<file path="src/hw/sar_adc_pkg.sv">
package sar_adc_pkg;

    // ========
    // Register indices (byte address is four times the index)
    // ========
    localparam logic [7:0]  IDX_ACC_CFG  = 8'hba;
    localparam logic [7:0]  IDX_CONV_CFG = 8'hbc;
    localparam logic [7:0]  IDX_RES_LO   = 8'hbd;
    localparam logic [7:0]  IDX_RES_HI   = 8'hbe;
    localparam logic [7:0]  IDX_CTRL     = 8'he8;
    localparam int          ADDR_W       = 12;

    // ========
    // Reset values
    // ========
    localparam logic [7:0]  CONV_CFG_RST = 8'hf8;
    localparam logic [7:0]  ACC_CFG_RST  = 8'h00;
    localparam logic [7:0]  CTRL_RST     = 8'h00;
    localparam logic [15:0] ACC_RST      = 16'h0000;

    // ========
    // Field positions
    // ========
    localparam int CF_DIV_LSB   = 3;
    localparam int CF_EIGHT     = 2;
    localparam int CF_DTRACK    = 1;
    localparam int CF_GAIN      = 0;
    localparam int AC_TWELVE    = 7;
    localparam int AC_ACCUM     = 6;
    localparam int AC_SJ_LSB    = 3;
    localparam int AC_RPT_LSB   = 0;
    localparam int CT_ENABLE    = 7;
    localparam int CT_BURST     = 6;
    localparam int CT_BUSY      = 4;
    localparam int CT_MODE_LSB  = 0;

    // ========
    // Counts and codes
    // ========
    localparam logic [1:0] TRACK_CLKS   = 2'd3;
    localparam logic [2:0] START_SW     = 3'b000;
    localparam logic [2:0] SJ_LEFT      = 3'b100;

    typedef enum logic [1:0] {
        RES_10 = 2'b00,
        RES_8  = 2'b01,
        RES_12 = 2'b10
    } res_t;

    typedef enum logic [2:0] {
        S_IDLE  = 3'b001,
        S_TRACK = 3'b010,
        S_CONV  = 3'b100
    } state_t;

    // Settings handed to the analog core
    typedef struct packed {
        res_t resolution;
        logic gain_unity;
        logic tracking;
    } sar_ctrl_t;

endpackage

</file>
<file path="src/hw/sar_adc_config_accumulator.sv">
`timescale 1ns/10ps
`default_nettype none

module sar_adc_config_accumulator
    import sar_adc_pkg::*;
#(
    parameter int DATA_W = 12
) (
    input  wire logic              pclk,       // System clock, 125 MHz
    input  wire logic              presetn,    // Async reset, active low
    input  wire logic              psel,       // APB select
    input  wire logic              penable,    // APB access phase
    input  wire logic              pwrite,     // APB write
    input  wire logic [ADDR_W-1:0] paddr,      // APB byte address
    input  wire logic [31:0]       pwdata,     // APB write data
    input  wire logic [3:0]        pstrb,      // APB byte strobes
    output logic [31:0]            prdata,     // APB read data
    output logic                   pready,     // APB ready
    output logic                   pslverr,    // APB error, unmapped
    input  wire logic              lposc_tick, // Low-power oscillator enable
    input  wire logic              ext_start,  // Timer or pin start pulse
    input  wire logic              sar_done,   // Core result valid pulse
    input  wire logic [DATA_W-1:0] sar_data,   // Core result
    output sar_ctrl_t              sar_ctrl,   // Settings to the core
    output logic                   sar_start,  // Begin a conversion
    output logic                   conv_tick,  // Conversion clock enable
    output logic                   burst_mode_enable, // Burst mode active
    output logic                   busy        // Sequence in progress
);

    // ========
    // Register state
    // ========
    logic [7:0]  conv_cfg_q;
    logic [7:0]  acc_cfg_q;
    logic [7:0]  ctrl_q;
    logic [15:0] acc_q;
    logic        sar_start_q;
    logic [6:0]  remain_q;
    logic [1:0]  trk_q;
    state_t      state_q;
    state_t      state_d;

    // Decoded fields
    logic [4:0] conv_clock_divider;
    logic       eight_bit_enable;
    logic       delayed_track_select;
    logic       input_gain_select;
    logic       twelve_bit_enable;
    logic       accumulate_enable;
    logic [2:0] shift_justify_select;
    logic [2:0] burst_repeat_count;
    logic       conv_enable;
    logic [2:0] start_source_select;

    assign conv_clock_divider   = conv_cfg_q[CF_DIV_LSB +: 5];
    assign eight_bit_enable     = conv_cfg_q[CF_EIGHT];
    assign delayed_track_select = conv_cfg_q[CF_DTRACK];
    assign input_gain_select    = conv_cfg_q[CF_GAIN];
    assign twelve_bit_enable    = acc_cfg_q[AC_TWELVE];
    assign accumulate_enable    = acc_cfg_q[AC_ACCUM];
    assign shift_justify_select = acc_cfg_q[AC_SJ_LSB +: 3];
    assign burst_repeat_count   = acc_cfg_q[AC_RPT_LSB +: 3];
    assign conv_enable          = ctrl_q[CT_ENABLE];
    assign burst_mode_enable    = ctrl_q[CT_BURST];
    assign start_source_select  = ctrl_q[CT_MODE_LSB +: 3];

    // ========
    // Helper functions
    // ========
    // Conversions left to do after the first, per repeat code
    function automatic logic [6:0] extra_convs(input logic [2:0] code);
        logic [6:0] n;
        n = 7'd0;
        unique case (code)
            3'd1:    n = 7'd3;
            3'd2:    n = 7'd7;
            3'd3:    n = 7'd15;
            3'd4:    n = 7'd31;
            3'd5:    n = 7'd63;
            default: n = 7'd0;
        endcase
        return n;
    endfunction

    // Read format of the accumulator
    function automatic logic [15:0] fmt(input logic [15:0] a,
                                        input logic [2:0] sj,
                                        input res_t r);
        logic [15:0] v;
        v = a;
        unique case (sj)
            3'd0:    v = a;
            3'd1:    v = {1'b0, a[15:1]};
            3'd2:    v = {2'b00, a[15:2]};
            3'd3:    v = {3'b000, a[15:3]};
            SJ_LEFT: begin
                unique case (r)
                    RES_8:   v = {a[7:0], 8'h00};
                    RES_12:  v = {a[11:0], 4'h0};
                    default: v = {a[9:0], 6'h00};
                endcase
            end
            default: v = a;
        endcase
        return v;
    endfunction

    // ========
    // APB decode
    // ========
    logic       acc_w;
    logic       rd_en;
    logic       sel_acc_cfg;
    logic       sel_conv_cfg;
    logic       sel_lo;
    logic       sel_hi;
    logic       sel_ctrl;
    logic       mapped;
    logic       wr;
    logic [7:0] wbyte;

    assign acc_w        = psel && penable;
    assign sel_acc_cfg  = (paddr == {2'b00, IDX_ACC_CFG, 2'b00});
    assign sel_conv_cfg = (paddr == {2'b00, IDX_CONV_CFG, 2'b00});
    assign sel_lo       = (paddr == {2'b00, IDX_RES_LO, 2'b00});
    assign sel_hi       = (paddr == {2'b00, IDX_RES_HI, 2'b00});
    assign sel_ctrl     = (paddr == {2'b00, IDX_CTRL, 2'b00});
    assign mapped       = sel_acc_cfg | sel_conv_cfg | sel_lo | sel_hi | sel_ctrl;
    assign wr           = acc_w && pwrite && mapped && pstrb[0];
    assign wbyte        = pwdata[7:0];
    assign rd_en        = acc_w && !pwrite;
    assign pready       = 1'b1;
    assign pslverr      = acc_w && !mapped;

    // ========
    // Settings sent to the core
    // ========
    res_t res;

    // Twelve-bit enable overrides the eight-bit choice
    always_comb begin
        if (twelve_bit_enable) begin
            res = RES_12;
        end else if (eight_bit_enable) begin
            res = RES_8;
        end else begin
            res = RES_10;
        end
    end

    assign sar_ctrl.resolution = res;
    assign sar_ctrl.gain_unity = input_gain_select;
    assign sar_ctrl.tracking   = state_q != S_CONV;
    assign sar_start           = sar_start_q;
    assign busy                = state_q != S_IDLE;

    // ========
    // Conversion clock
    // ========
    logic div_src;

    // System clock every cycle, or oscillator ticks in burst mode
    assign div_src = burst_mode_enable ? lposc_tick : 1'b1;

    conv_clock_divider #(
        .DIV_W (5)
    ) u_div (
        .pclk     (pclk),
        .presetn  (presetn),
        .src_tick (div_src),
        .divide   (conv_clock_divider),
        .tick     (conv_tick)
    );

    // ========
    // Control and configuration registers
    // ========
    always_ff @(posedge pclk or negedge presetn) begin
        if (!presetn) begin
            conv_cfg_q <= CONV_CFG_RST;
            acc_cfg_q  <= ACC_CFG_RST;
            ctrl_q     <= CTRL_RST;
        end else if (wr) begin
            if (sel_conv_cfg) begin
                conv_cfg_q <= wbyte;
            end
            if (sel_acc_cfg) begin
                acc_cfg_q <= wbyte;
            end
            if (sel_ctrl) begin
                ctrl_q <= {wbyte[7:5], 1'b0, wbyte[3:0]};
            end
        end
    end

    // ========
    // Start of conversion
    // ========
    logic       start_req;
    logic       go;
    logic       ctl_wr;
    logic [2:0] new_mode;
    logic       burst_now;

    // A control write acts with the mode, enable and burst it carries
    assign ctl_wr    = wr && sel_ctrl;
    assign new_mode  = wbyte[CT_MODE_LSB +: 3];
    assign start_req = ctl_wr ? (wbyte[CT_BUSY] && new_mode == START_SW)
                     : (start_source_select != START_SW) && ext_start;
    assign go        = start_req && (ctl_wr ? wbyte[CT_ENABLE] : conv_enable);
    assign burst_now = ctl_wr ? wbyte[CT_BURST] : burst_mode_enable;

    // ========
    // Sequencer
    // ========
    logic trk_end;
    logic last_conv;

    assign trk_end   = conv_tick && (trk_q == TRACK_CLKS - 2'd1);
    assign last_conv = remain_q == 7'd0;

    // Next state
    always_comb begin
        state_d = state_q;
        unique case (state_q)
            S_IDLE: begin
                if (go) begin
                    state_d = delayed_track_select ? S_TRACK : S_CONV;
                end
            end
            S_TRACK: begin
                if (trk_end) begin
                    state_d = S_CONV;
                end
            end
            S_CONV: begin
                if (sar_done) begin
                    if (last_conv) begin
                        state_d = S_IDLE;
                    end else if (delayed_track_select) begin
                        state_d = S_TRACK;
                    end else begin
                        state_d = S_CONV;
                    end
                end
            end
            default: state_d = S_IDLE;
        endcase
    end

    always_ff @(posedge pclk or negedge presetn) begin
        if (!presetn) begin
            state_q <= S_IDLE;
        end else begin
            state_q <= state_d;
        end
    end

    // Start pulse on every entry into a conversion
    always_ff @(posedge pclk or negedge presetn) begin
        if (!presetn) begin
            sar_start_q <= 1'b0;
        end else begin
            sar_start_q <= (state_d == S_CONV)
                        && ((state_q != S_CONV) || sar_done);
        end
    end

    // Tracking delay counter in conversion clocks
    always_ff @(posedge pclk or negedge presetn) begin
        if (!presetn) begin
            trk_q <= 2'd0;
        end else if (state_q != S_TRACK) begin
            trk_q <= 2'd0;
        end else if (conv_tick) begin
            trk_q <= trk_q + 2'd1;
        end
    end

    // Conversions left in a burst
    always_ff @(posedge pclk or negedge presetn) begin
        if (!presetn) begin
            remain_q <= 7'd0;
        end else if (state_q == S_IDLE && go) begin
            remain_q <= burst_now ? extra_convs(burst_repeat_count) : 7'd0;
        end else if (state_q == S_CONV && sar_done && !last_conv) begin
            remain_q <= remain_q - 7'd1;
        end
    end

    // ========
    // Accumulator
    // ========
    logic [15:0] sample;
    logic        first;

    assign sample = 16'(sar_data);

    // First result of a burst replaces the old total
    always_ff @(posedge pclk or negedge presetn) begin
        if (!presetn) begin
            first <= 1'b0;
        end else if (state_q == S_IDLE && go) begin
            first <= 1'b1;
        end else if (sar_done && state_q == S_CONV) begin
            first <= 1'b0;
        end
    end

    always_ff @(posedge pclk or negedge presetn) begin
        if (!presetn) begin
            acc_q <= ACC_RST;
        end else if (wr && sel_lo) begin
            acc_q[7:0] <= wbyte;
        end else if (wr && sel_hi) begin
            acc_q[15:8] <= wbyte;
        end else if (sar_done && state_q == S_CONV) begin
            if (burst_mode_enable) begin
                acc_q <= first ? sample : acc_q + sample;
            end else if (accumulate_enable) begin
                acc_q <= acc_q + sample;
            end else begin
                acc_q <= sample;
            end
        end
    end

    // ========
    // Read data
    // ========
    logic [15:0] shown;

    assign shown = fmt(acc_q, shift_justify_select, res);

    always_comb begin
        prdata = 32'h0000_0000;
        if (rd_en) begin
            unique case (1'b1)
                sel_conv_cfg: prdata[7:0] = conv_cfg_q;
                sel_acc_cfg:  prdata[7:0] = {acc_cfg_q[7], 1'b0, acc_cfg_q[5:0]};
                sel_lo:       prdata[7:0] = shown[7:0];
                sel_hi:       prdata[7:0] = shown[15:8];
                sel_ctrl:     prdata[7:0] = {ctrl_q[7:6], 1'b0, busy, 1'b0, ctrl_q[2:0]};
                default:      prdata = 32'h0000_0000;
            endcase
        end
    end

endmodule

`default_nettype wire

</file>
<file path="src/hw/conv_clock_divider.sv">
`timescale 1ns/10ps
`default_nettype none

module conv_clock_divider
    import sar_adc_pkg::*;
#(
    parameter int DIV_W = 5
) (
    input  wire logic             pclk,      // System clock
    input  wire logic             presetn,   // Async reset, active low
    input  wire logic             src_tick,  // Source clock enable
    input  wire logic [DIV_W-1:0] divide,    // Divide by this plus one
    output logic                  tick       // Conversion clock enable
);

    logic [DIV_W-1:0] cnt_q;

    // ==========================================================
    // Count source ticks, pulse every divide+1 of them
    // ==========================================================
    always_ff @(posedge pclk or negedge presetn) begin
        if (!presetn) begin
            cnt_q <= '0;
        end else if (src_tick) begin
            if (cnt_q >= divide) begin
                cnt_q <= '0;
            end else begin
                cnt_q <= cnt_q + 1'b1;
            end
        end
    end

    // Pulse on the last source tick of a period
    assign tick = src_tick && (cnt_q >= divide);

endmodule

`default_nettype wire

</file>
<file path="config.mk">
export PLATFORM = sky130hd
export DESIGN_NAME = sar_adc_config_accumulator
export DESIGN_NICKNAME = d
export VERILOG_FILES = /design/src/hw/sar_adc_pkg.sv /design/src/hw/sar_adc_config_accumulator.sv /design/src/hw/conv_clock_divider.sv
export SDC_FILE = /design/constraint.sdc
export NUM_CORES = 1
export LEC_CHECK = 0
export BUFFER_PORTS_ARGS = -buffer_cell sky130_fd_sc_hd__buf_2
export CELL_PAD_IN_SITES_DETAIL_PLACEMENT = 0
export CELL_PAD_IN_SITES_GLOBAL_PLACEMENT = 1
export CORE_MARGIN = 1
export CORE_UTILIZATION = 41
export CTS_CLUSTER_DIAMETER = 100
export DETAILED_ROUTE_END_ITERATION = 6
export HOLD_SLACK_MARGIN = 0.05
export PLACE_DENSITY_LB_ADDON = 0.15
export SKIP_LAST_GASP = 1
export SYNTH_ARGS = -nofsm -noshare
export SYNTH_HDL_FRONTEND = slang
export SYNTH_SLANG_ARGS = --single-unit
export TNS_END_PERCENT = 5
</file>
<file path="constraint.sdc">
create_clock -name pclk -period 3.35 [get_ports pclk]
set_input_delay 0.335 -clock pclk [delete_from_list [all_inputs] [get_ports pclk]]
set_output_delay 0.335 -clock pclk [all_outputs]
set_load 0.02 [all_outputs]
</file>
# == Word-level counts from Yosys, hierarchy flattened ==
# Cells that the tools add are included.
# op_classes
add_sub_neg,4
mux,32
n_reduce_logical,35
n_lt_le_gt_ge,1
eq_ne,25
bitwise,5
# ops
op,count
$mux 16,4
$pmux 16 s4,1
$eq 12x10->1 const B,5
$pmux 8 s5,1
$mux 8,4
$pmux 16 s2,1
$pmux 6 s5,1
$mux 7,3
$logic_and 1x1->1,18
$add 16x12->16,1
$eq 3x2->1 const B,5
$eq 3x3->1 const B,5
$mux 3,5
$reduce_and 2->1,5
$reduce_bool 2->1,5
$eq 3x1->1 const B,3
$pmux 3 s3,1
$logic_not 7->1,1
$mux 1,7
$sub 7x1->7 const B,1
$mux 2,3
$add 5x1->5 const B,1
$ge 5x5->1,1
$mux 5,1
other kinds (13),19
# totals
output_inout_bits,42
reg_bits,58
elab_cells,113

# == Logic depth before layout (Yosys ltp) ==
# Gate-level depths: netlist of run 1.
# logic_depth
depth_word,14
mapped_depth,10

# == Cells and area by module ==
# Synthesis of run 1 repeated with hierarchy kept, for this count alone.
# hier_totals
cells_unflattened,600
hier_area_um2,5102.4
# modules_own_cells
module,cells_each,area_each_um2,seq_area_each_um2,instances
sar_adc_config_accumulator,559,4698.3,1283.7,1
conv_clock_divider,41,404.1,125.1,1

# == Worst setup path before layout of run 1 ==
# OpenSTA, ideal clock, no wires.
# synth_timing
kind,input to output
start,input paddr[1]
end,output prdata[0]
cell_stages,7
setup_slack_ns,0.741
t_arrival_ns,2.274
n_path_buf,1
path_cell_list,or3b_4 -> or2_1 -> nor4_4 -> nor3_1 -> or3_1 -> buf_2 -> a21oi_1
# synth_via
elab_chain_cells,3
word_cells_on_any_way,7
# synth_lines
element,line,text
from (decl),sar_adc_config_accumulator.sv:14,"input wire logic [ADDR_W-1:0] paddr,"
$eq 12x10->1 (on tied branches),n/a,
$pmux 8 s5 *,sar_adc_config_accumulator.sv:339,unique case (1'b1)
$mux 8 *,sar_adc_config_accumulator.sv:338,if (rd_en) begin
to (decl),sar_adc_config_accumulator.sv:17,"output logic [31:0] prdata,"
# Every way passes the cells marked *; elsewhere a longest branch is shown, timed or not.

# == Worst setup path in the final report of run 1 ==
# layout_timing
start,register acc_cfg_q[3]
end,output prdata[0]
# layout_via
elab_chain_cells,4
word_cells_on_any_way,7
# layout_lines
element,line,text
from (decl),sar_adc_config_accumulator.sv:35,logic [7:0] acc_cfg_q;
from (signal assigned),sar_adc_config_accumulator.sv:189,acc_cfg_q <= wbyte;
$eq 3x3->1 (tied with other cells),sar_adc_config_accumulator.sv:92,unique case (sj)
$pmux 16 s4 *,sar_adc_config_accumulator.sv:92,
$pmux 8 s5 *,sar_adc_config_accumulator.sv:339,
$mux 8 *,sar_adc_config_accumulator.sv:338,
# Marks and branches as above.

==> results.toml, run 1 <==
[synthesis]
synth_compound_area_share_pct = 24.8
ys_types = 69
async_flop_share_pct = 100
synth_fa_ha_area_share_pct = 5.50
ys_warn_count = 0
synth_top_cell_by_area = "dfrtp_1"
synth_top_family_by_area = "compound AO/OA/AOI/OAI gates"
synth_most_common_cell = "nand2_1"
ys.flop_type = "dfrtp_1"
syn_avg_cell_area_um2 = 8.12
seq_area_frac_synth_pct = 28.7
yosys.area_share.simple_pct = 19.9
netlist_area_um2 = 4910
synthMuxAreaShare_pct = 10.2
synth-seq-cells = 56
synthXorXnorAreaFrac_pct = 2.49
synth_cells = 605
ys_top_cells_by_area = "dfrtp_1 25%, o21ai_0 5.9%, nand2_1 5.8%"
yosysTopAreaCellShare_pct = 25.5
synth-edff-count = 0
yosys-top-cells-count = "76 x nand2_1, 58 x o21ai_0, 50 x dfrtp_1"

[detailed_routing]
via_count = 4602
drc = 9
avgRoutedWirePerCell_um = 18.0
wirelength_mm = 14.3
routed_via_density = 5.80
first_pass_iters = 7
drt_iter0_drc = 374
ant_nets = 0

[floorplan]
die_h_um = 111
die_w_um = 111
row_count = 39
start_util_pct = 42.5
ioPinCount = 110
die_area_um2 = 12400
core_um2 = 11600

[layout]
final_core_utilization_pct = 46.6
final_nets = 739
area_growth_pct = 9.67
antenna_cells = 0
drive_above_1_share_pct = 18.4
final-instance-count-excl-fill = 794

[clock_tree]
holdBufCountCts = 0
cts.sinks = 56
path_clk_slew_ns = 0.07
post-cts-setup-buffers = 0
htreeDepth = 2
post_cts_resized = 0
cts.path.max_buffers = 2
tritoncts.num_buffers = 5
cts_tree = "yes"
clkLatencyLatePin_ns = 0.30
clockRootBuffer = "clkbuf_16"

[status]
failed_checks = "DRC"
outcome = "finished, violations left"

[place]
dp.cells = 786
dpl.hpwl_mm = 10.9
port_buffers = 57
routabilityCongestion = 0.856

[hold_path]
hp-class = "in -> async"

[global_routing]
overflow = 0
grt_first_pass_wirelength_mm = 23.4
grt_pass1_vias = 4223
antenna_found_initial = 0
grt.total_usage_pct = 23.7
grt_max_degree = 46

[sta]
worst_slew_pin_slew_ns = 1.07
finalHoldViolCount = 0
timing.hold.ws_ns = 0.227
period_share_pct = 90.8
slew_headroom_pct = 28.3
report.final.slew_viol_count = 0
skew_ns = 0.00771
fmaxAchievable_mhz = 329
finalCriticalPeriod_ns = 3.04
rsz0062_at_grt = "no"
setup_viol = 0
tns_ns = 0

[run]
drv_cap = 0

[pwr]
p_per_area_nw_per_um2 = 278
pwr-share-clk_pct = 35.8
p_comb_share_pct = 14.8
p_leak_nw = 2.39
p_seq_share_pct = 49.3
ir_drop_mv = 0.259
finalPower_w = 0.00150
p_switching_w = 0.000427
switching_share_pct = 28.5
intPower_w = 0.00107

[setup_path]
critical_path_class = "reg -> out"
end_kind = "primary output"
critPathLaunchType = "flip-flop"
crit_arrival_ns = 2.71
rr_worst_depth = 9
r2r_setup_slack_ns = 0.57
cp.required_ns = 3.01
critPathMaxFanout = 19
-- metrics by stage --
step | instance area (um2) | worst slack (ns)
2_1_floorplan | 5000 | 0.741
3_3_place_gp | 5250 | 0.515
3_5_place_dp | 5250 | 0.605
4_1_cts | 5390 | 0.380
5_1_grt | 5390 | 0.158
6_report | 5390 | 0.309
-- power groups by stage --
stage               clock network (W)  logic (W)  registers, W
global placement                    0   0.000219      0.000752
global route                 0.000572   0.000260      0.000745
CTS                          0.000550   0.000225      0.000740
finish                       0.000537   0.000222      0.000739
floorplan                           0   0.000169      0.000743
detailed placement                  0   0.000225      0.000753
-- routing by layer --
metal | part of all wire (%) | GRT usage [%]
met2 | 44 | 36.0
met1 | 48 | 35.4
met5 | 0 | 0
met3 | 4.9 | 2.12
met4 | 2.2 | 7.57
-- worst max-delay path: stages, from the launching register on --
cell      delay, ns
dfrtp_1        0.76
inv_1          0.38
o311a_1        0.20
a221oi_1       0.36
mux2i_1        0.14
nor2_1         0.12
a221oi_1       0.07
a21oi_1        0.20
buf_2          0.20
-- path summary, 6_finish.rpt --
check,start,end
setup / recovery,acc_cfg_q[3]$_DFFE_PN0P_,prdata[0]
hold / removal,presetn,remain_q[3]$_DFFE_PN0P_
setup reg to reg,acc_q[2]$_DFFE_PN0P_,acc_q[13]$_DFFE_PN0P_
hold reg to reg,first$_DFFE_PN0P_,first$_DFFE_PN0P_
max in group asynchronous,presetn,acc_q[0]$_DFFE_PN0P_
min in group pclk,sar_done,state_q[2]$_DFF_PN0_
-- cells in the final DEF, fill, tap and decap left out, types with 4 or more instances in the layout --
| cell type | netlist | final |
|---|---|---|
| nand2_1 | 76 | 76 |
| o21ai_0 | 58 | 58 |
| buf_2 | 8 | 57 |
| dfrtp_1 | 50 | 50 |
| nor2_1 | 47 | 47 |
| a21oi_1 | 44 | 44 |
| conb_1 | 2 | 25 |
| mux2i_1 | 24 | 24 |
| mux2_2 | 22 | 22 |
| ha_1 | 20 | 20 |
| inv_1 | 18 | 18 |
| nand3_1 | 15 | 15 |
| buf_4 | 29 | 15 |
| nor3_1 | 14 | 14 |
| a31oi_1 | 11 | 11 |
| a21o_1 | 10 | 10 |
| a211oi_1 | 9 | 9 |
| nand2b_1 | 8 | 8 |
| xnor2_1 | 8 | 8 |
| nor2b_1 | 7 | 7 |
| o211ai_1 | 6 | 6 |
| o22ai_1 | 6 | 6 |
| xor2_1 | 6 | 6 |
| dfstp_2 | 6 | 6 |
| a211o_1 | 5 | 5 |
| o21a_1 | 5 | 5 |
| a221oi_1 | 5 | 5 |
| clkbuf_16 | 0 | 5 |
| or3_1 | 4 | 4 |
| and3_1 | 4 | 4 |
-- state kept, by name, summed over array words and instances, names as in the netlist --
signal,flops
acc_q,16
sar_start,1
u_div.cnt_q,5
state_q,3
trk_q,2
remain_q,7
acc_cfg_q,8
conv_cfg_q,8
first,1
ctrl_q,5
-- area by class of cell --
cell class | instances | area (um2)
clock buffers | 6 | 129
clock inverters | 2 | 16.3
fillers | 1176 | 6170
inverters | 19 | 71.3
multi-input cells | 496 | 3190
flip-flops and latches | 56 | 1410
well taps | 143 | 179
repair buffers | 72 | 398
-- cell families (layout without fill, tap and decap cells) --
family          count (synthesis)  count (layout)
buf+inv                        76              99
other cells                     2              25
mux                            47              47
fa+ha+maj                      21              21
flops                          56              56
simple gates                  198             198
compound gates                191             191
xor+xnor                       14              14
Power figures use the tool's default switching activity.
==> run 2: changes to the inputs <==
--- a/config.mk
+++ b/config.mk
@@ -6,10 +6,8 @@
 export NUM_CORES = 1
 export LEC_CHECK = 0
 export BUFFER_PORTS_ARGS = -buffer_cell sky130_fd_sc_hd__buf_2
-export CELL_PAD_IN_SITES_DETAIL_PLACEMENT = 0
-export CELL_PAD_IN_SITES_GLOBAL_PLACEMENT = 1
 export CORE_MARGIN = 1
-export CORE_UTILIZATION = 41
+export CORE_UTILIZATION = 56
 export CTS_CLUSTER_DIAMETER = 100
 export DETAILED_ROUTE_END_ITERATION = 6
 export HOLD_SLACK_MARGIN = 0.05
==> results.toml, run 2 (synthesis results as in run 1) <==
[status]
outcome = "finished clean"

[detailed_routing]
via_count = 4681
first_pass_iters = 5
routed_via_density = 6.22
drt_iter0_drc = 326
route.met2.wl_mm = 5.93
avgRoutedWirePerCell_um = 17.1
wl_met3_um = 874
ant_nets = 0
top_layer = "met4"
drt-met1-wl_mm = 5.80
wirelength_mm = 12.9
drc = 0

[floorplan]
row_count = 33
die_area_um2 = 9150
die_w_um = 95.7
core_um2 = 8340
die_h_um = 95.7
start_util_pct = 58.9
ioPinCount = 110

[pwr]
p_switching_w = 0.000383
pwr-share-clk_pct = 27.2
intPower_w = 0.000939
p_seq_share_pct = 55.9
p_comb_share_pct = 16.9
switching_share_pct = 29.0
p_per_area_nw_per_um2 = 251
p_leak_nw = 2.34
ir_drop_mv = 0.288

[setup_path]
reg2reg_from = "acc_q[2]$_DFFE_PN0P_"
timing.rr.end = "acc_q[15]$_DFFE_PN0P_"
critical_path.cell_chain = "ha_1 -> o21a_1 -> a2111oi_0 -> buf_4 -> nor2_1 -> a221oi_1 -> a21oi_1 -> o21ai_0 -> o2bb2ai_1"
critPathLaunchType = "flip-flop"
crit_start = "acc_q[2]$_DFFE_PN0P_"
critical_path_class = "reg -> reg"
worst_path_largest_cell_delay_ns = 0.56
critPathMaxFanout = 9
end_kind = "flip-flop"
cp.required_ns = 3.58
cp_slowest_cell = "a2111oi_0"
r2r_setup_slack_ns = 0.38
crit_arrival_ns = 3.21
rr_worst_depth = 9

[sta]
fmaxAchievable_mhz = 336
setup_slack_ns = 0.376
worst_slew_pin_slew_ns = 1.01
finalHoldViolCount = 0
slew_headroom_pct = 32.6
skew_ns = 0.0107
period_share_pct = 88.8
setup_viol = 0
finalCriticalPeriod_ns = 2.97
timing.hold.ws_ns = 0.0422
rsz0062_at_grt = "no"
tns_ns = 0
report.final.slew_viol_count = 0

[clock_tree]
cts_tree = "yes"
path_clk_slew_ns = 0.10
tritoncts.num_buffers = 5
htreeDepth = 2
post_cts_resized = 0
clkLatencyLatePin_ns = 0.30
holdBufCountCts = 0
post-cts-setup-buffers = 0
cts.path.max_buffers = 2
clockRootBuffer = "clkbuf_8"
cts.sinks = 56

[place]
routabilityCongestion = 0.939
port_buffers = 57
dpl.hpwl_mm = 10.1
dp_slack_ns = 0.562
dp.cells = 745

[layout]
final-instance-count-excl-fill = 753
multi_input_area_um2 = 3190
area_growth_pct = 7.03
largest_reg_flops = 16
nFillCells = 770
final_nets = 736
reg_top3 = "acc_q x16, acc_cfg_q x8, conv_cfg_q x8"
regArea_um2 = 1410
largest_register = "acc_q"
antenna_cells = 0
most-common-layout-cells = "76 x nand2_1, 58 x o21ai_0, 57 x buf_2, 50 x dfrtp_1, 47 x nor2_1"
drive_above_1_share_pct = 18.1
final_common_cell = "nand2_1"

[global_routing]
antenna_found_initial = 0
overflow = 0
grt.total_usage_pct = 29.2
grt_first_pass_wirelength_mm = 20.4
grt_pass1_vias = 4066
grt_max_degree = 30

[hold_path]
hp-class = "in -> async"

[run]
drv_cap = 0
==> run 2: cell count changes in the layout (fill, tap and decap cells not counted) <==
cell	change
clkinv_4	-1
clkbuf_8	+5
buf_4	-3
clkbuf_16	-5
clkinv_2	+1
==> run 2: worst max-delay path, delay by kind of cell (launching register included) <==
family / cells / cell delay [ns]
adders and majority gates: 1 / 0.37
AOI/OAI and AO/OA: 6 / 1.76
DFF: 1 / 0.50
and+or+nand+nor: 1 / 0.04
buffers and inverters: 1 / 0.22
==> run 2: how the worst max path moves through the flow <==
stage,to,slack [ns],depth (start not counted)
finish,acc_q[15]$_DFFE_PN0P_,0.38,9
global route,acc_q[15]$_DFFE_PN0P_,0.29,9
CTS,conv_tick,0.45,7
detailed placement,acc_q[15]$_DFFE_PN0P_,0.56,9
global placement,acc_q[15]$_DFFE_PN0P_,0.52,10
floorplan,prdata[0],0.74,7
==> run 2: area by class of cell <==
| type | count | share of cell area (%) |
|---|---|---|
| clock buffers | 6 | 1.38 |
| clock inverters | 2 | 0.238 |
| inverters | 19 | 1.36 |
| multi-input cells | 496 | 60.6 |
| flip-flops and latches | 56 | 26.8 |
| well taps | 105 | 2.50 |
| repair buffers | 69 | 7.14 |
==> run 2: stage by stage <==
step           util [%]  total power [W]  instance area (um2)
2_1_floorplan         -         0.000912                 5000
3_3_place_gp       62.0         0.000965                 5170
3_5_place_dp       62.0         0.000977                 5170
4_1_cts            63.1          0.00133                 5260
5_1_grt            63.1          0.00140                 5260
6_report           63.1          0.00132                 5260
==> run 2: power groups by stage <==
stage          clock, W  combinational [W]  sequential (W)
2_1_floorplan         0           0.000169        0.000743
3_3_place_gp          0           0.000215        0.000750
3_5_place_dp          0           0.000225        0.000752
4_1_cts        0.000370           0.000226        0.000739
5_1_grt        0.000398           0.000255        0.000746
6_report       0.000360           0.000223        0.000739
==> run 2: routing by layer <==
metal	up-vias	global-route usage [%]
met5	-	0
met4	0	9.45
met3	21	2.79
met2	198	46.0
met1	2233	42.1
li1	2229	-
==> run 3: changes to the inputs <==
--- a/config.mk
+++ b/config.mk
@@ -7,7 +7,7 @@
 export LEC_CHECK = 0
 export BUFFER_PORTS_ARGS = -buffer_cell sky130_fd_sc_hd__buf_2
 export CORE_MARGIN = 1
-export CORE_UTILIZATION = 56
+export CORE_UTILIZATION = 50
 export CTS_CLUSTER_DIAMETER = 100
 export DETAILED_ROUTE_END_ITERATION = 6
 export HOLD_SLACK_MARGIN = 0.05
==> results.toml, run 3 (synthesis results as in run 1) <==
[place]
port_buffers = 57
dp.cells = 771
place_area_um2 = 5220
routabilityCongestion = 0.934
dpl.hpwl_mm = 10.3

[status]
outcome = "finished clean"

[setup_path]
critPathLaunchType = "flip-flop"
end_kind = "primary output"
rr_worst_depth = 9
cp.required_ns = 3.01
critical_path_class = "reg -> out"
crit_arrival_ns = 2.69
reg2reg_from = "acc_q[2]$_DFFE_PN0P_"
r2r_setup_slack_ns = 0.46
crit_end = "prdata[6]"
critPathMaxFanout = 11
timing.rr.end = "acc_q[15]$_DFFE_PN0P_"
crit_start = "acc_cfg_q[3]$_DFFE_PN0P_"

[detailed_routing]
wirelength_mm = 13.5
first_pass_iters = 5
drt_iter0_drc = 280
drc = 0
ant_nets = 0
avgRoutedWirePerCell_um = 17.3
via_count = 4657
routed_via_density = 5.97

[sta]
period_share_pct = 90.3
finalCriticalPeriod_ns = 3.02
worst_slew_pin_slew_ns = 0.760
skew_ns = 0.0124
finalHoldViolCount = 0
slew_headroom_pct = 49.3
rsz0062_at_grt = "no"
setup_viol = 0
fmaxAchievable_mhz = 331
tns_ns = 0
report.final.slew_viol_count = 0

[hold_path]
hp-start = "sar_data[9]"
hp-class = "in -> reg"

[pwr]
p_per_area_nw_per_um2 = 257
p_leak_nw = 2.36
finalPower_w = 0.00137
ir_drop_mv = 0.246

[layout]
largest_register = "acc_q"
reg_top3 = "acc_q x16, acc_cfg_q x8, conv_cfg_q x8"
area_growth_pct = 8.27
antenna_cells = 0
final_common_cell = "nand2_1"
drive_above_1_share_pct = 18.4
final-instance-count-excl-fill = 780
design_area_um2 = 5320
final_nets = 739
final_core_utilization_pct = 56.8
most-common-layout-cells = "76 x nand2_1, 58 x o21ai_0, 57 x buf_2, 50 x dfrtp_1, 47 x nor2_1"
largest_reg_flops = 16

[clock_tree]
path_clk_slew_ns = 0.11
cts.sinks = 56
cts.path.max_buffers = 2
cts_tree = "yes"
tritoncts.num_buffers = 5
clkLatencyLatePin_ns = 0.32
htreeDepth = 2
clockRootBuffer = "clkbuf_8"

[global_routing]
antenna_found_initial = 0
overflow = 0
grt_pass1_vias = 4248
grt_first_pass_wirelength_mm = 21.8
grt_max_degree = 30
grt.total_usage_pct = 27.4

[floorplan]
die_h_um = 101
core_um2 = 9370
die_w_um = 101
start_util_pct = 52.4
row_count = 35
ioPinCount = 110
die_area_um2 = 10200

[run]
drv_cap = 0
[run 3: cell types whose count changed in the layout (fill, tap and decap cells not counted)]
cell,delta
dlygate4sd3_1,+1
clkinvlp_4,-1
clkinv_4,+1
buf_4,+2
clkbuf_1,-1
inv_6,+1
[run 3: critical path: stages, from the launching register on]
cell,delay [ns]
dfrtp_1,0.53
buf_4,0.24
inv_1,0.28
o21ba_2,0.21
o21ai_0,0.12
a2111oi_0,0.52
a211oi_1,0.11
a21oi_1,0.19
buf_2,0.19
[run 3: area by class of cell]
cell class,instances,area [um2]
Clock buffer,5,68.8
Clock inverter,3,22.5
Fill cell,934,4050
Inverter,19,71.3
Multi-Input combinational cell,496,3190
Sequential cell,56,1410
Tap cell,129,161
Timing Repair Buffer,72,400
[run 3: per-layer routing]
metal | GRT usage (%) | up-vias | part of all wire (%)
li1 | - | 2246 | -
met1 | 39.8 | 2211 | 47
met2 | 41.9 | 171 | 45
met3 | 3.86 | 29 | 6.0
met4 | 9.59 | 0 | 2.8
met5 | 0 | - | 0
[run 3: how the worst min path moves through the flow]
| stage | slack [ns] | to | cells after the start |
|---|---|---|---|
| 2_1_floorplan | 0.04 | acc_cfg_q[0]$_DFFE_PN0P_ | 0 |
| 3_3_place_gp | 0.36 | sar_start$_DFF_PN0_ | 1 |
| 3_5_place_dp | 0.37 | sar_start$_DFF_PN0_ | 1 |
| 4_1_cts | 0.27 | state_q[2]$_DFF_PN0_ | 2 |
| 5_1_grt | 0.30 | conv_cfg_q[5]$_DFFE_PN1P_ | 3 |
| 6_report | 0.28 | acc_q[9]$_DFFE_PN0P_ | 3 |
[run 3: repair_timing]
| action | 4_1_cts | 5_1_grt |
|---|---|---|
| resized for setup | 0 | 0 |
| buffers inserted | 0 | 0 |
| hold endpoints to repair | 22 | 0 |
| hold buffers | 1 | 0 |
[run 3: where the power goes]
group	internal [W]	switching (W)
combinational	0.0000884	0.000141
clock	0.000151	0.000248
sequential	0.000706	0.0000332
[run 3: through the flow]
stage	setup WS, ns	hold WS [ns]
finish	0.326	0.277
global route	0.170	0.296
CTS	0.364	0.265
detailed placement	0.566	0.367
global placement	0.516	0.361
floorplan	0.741	0.0394
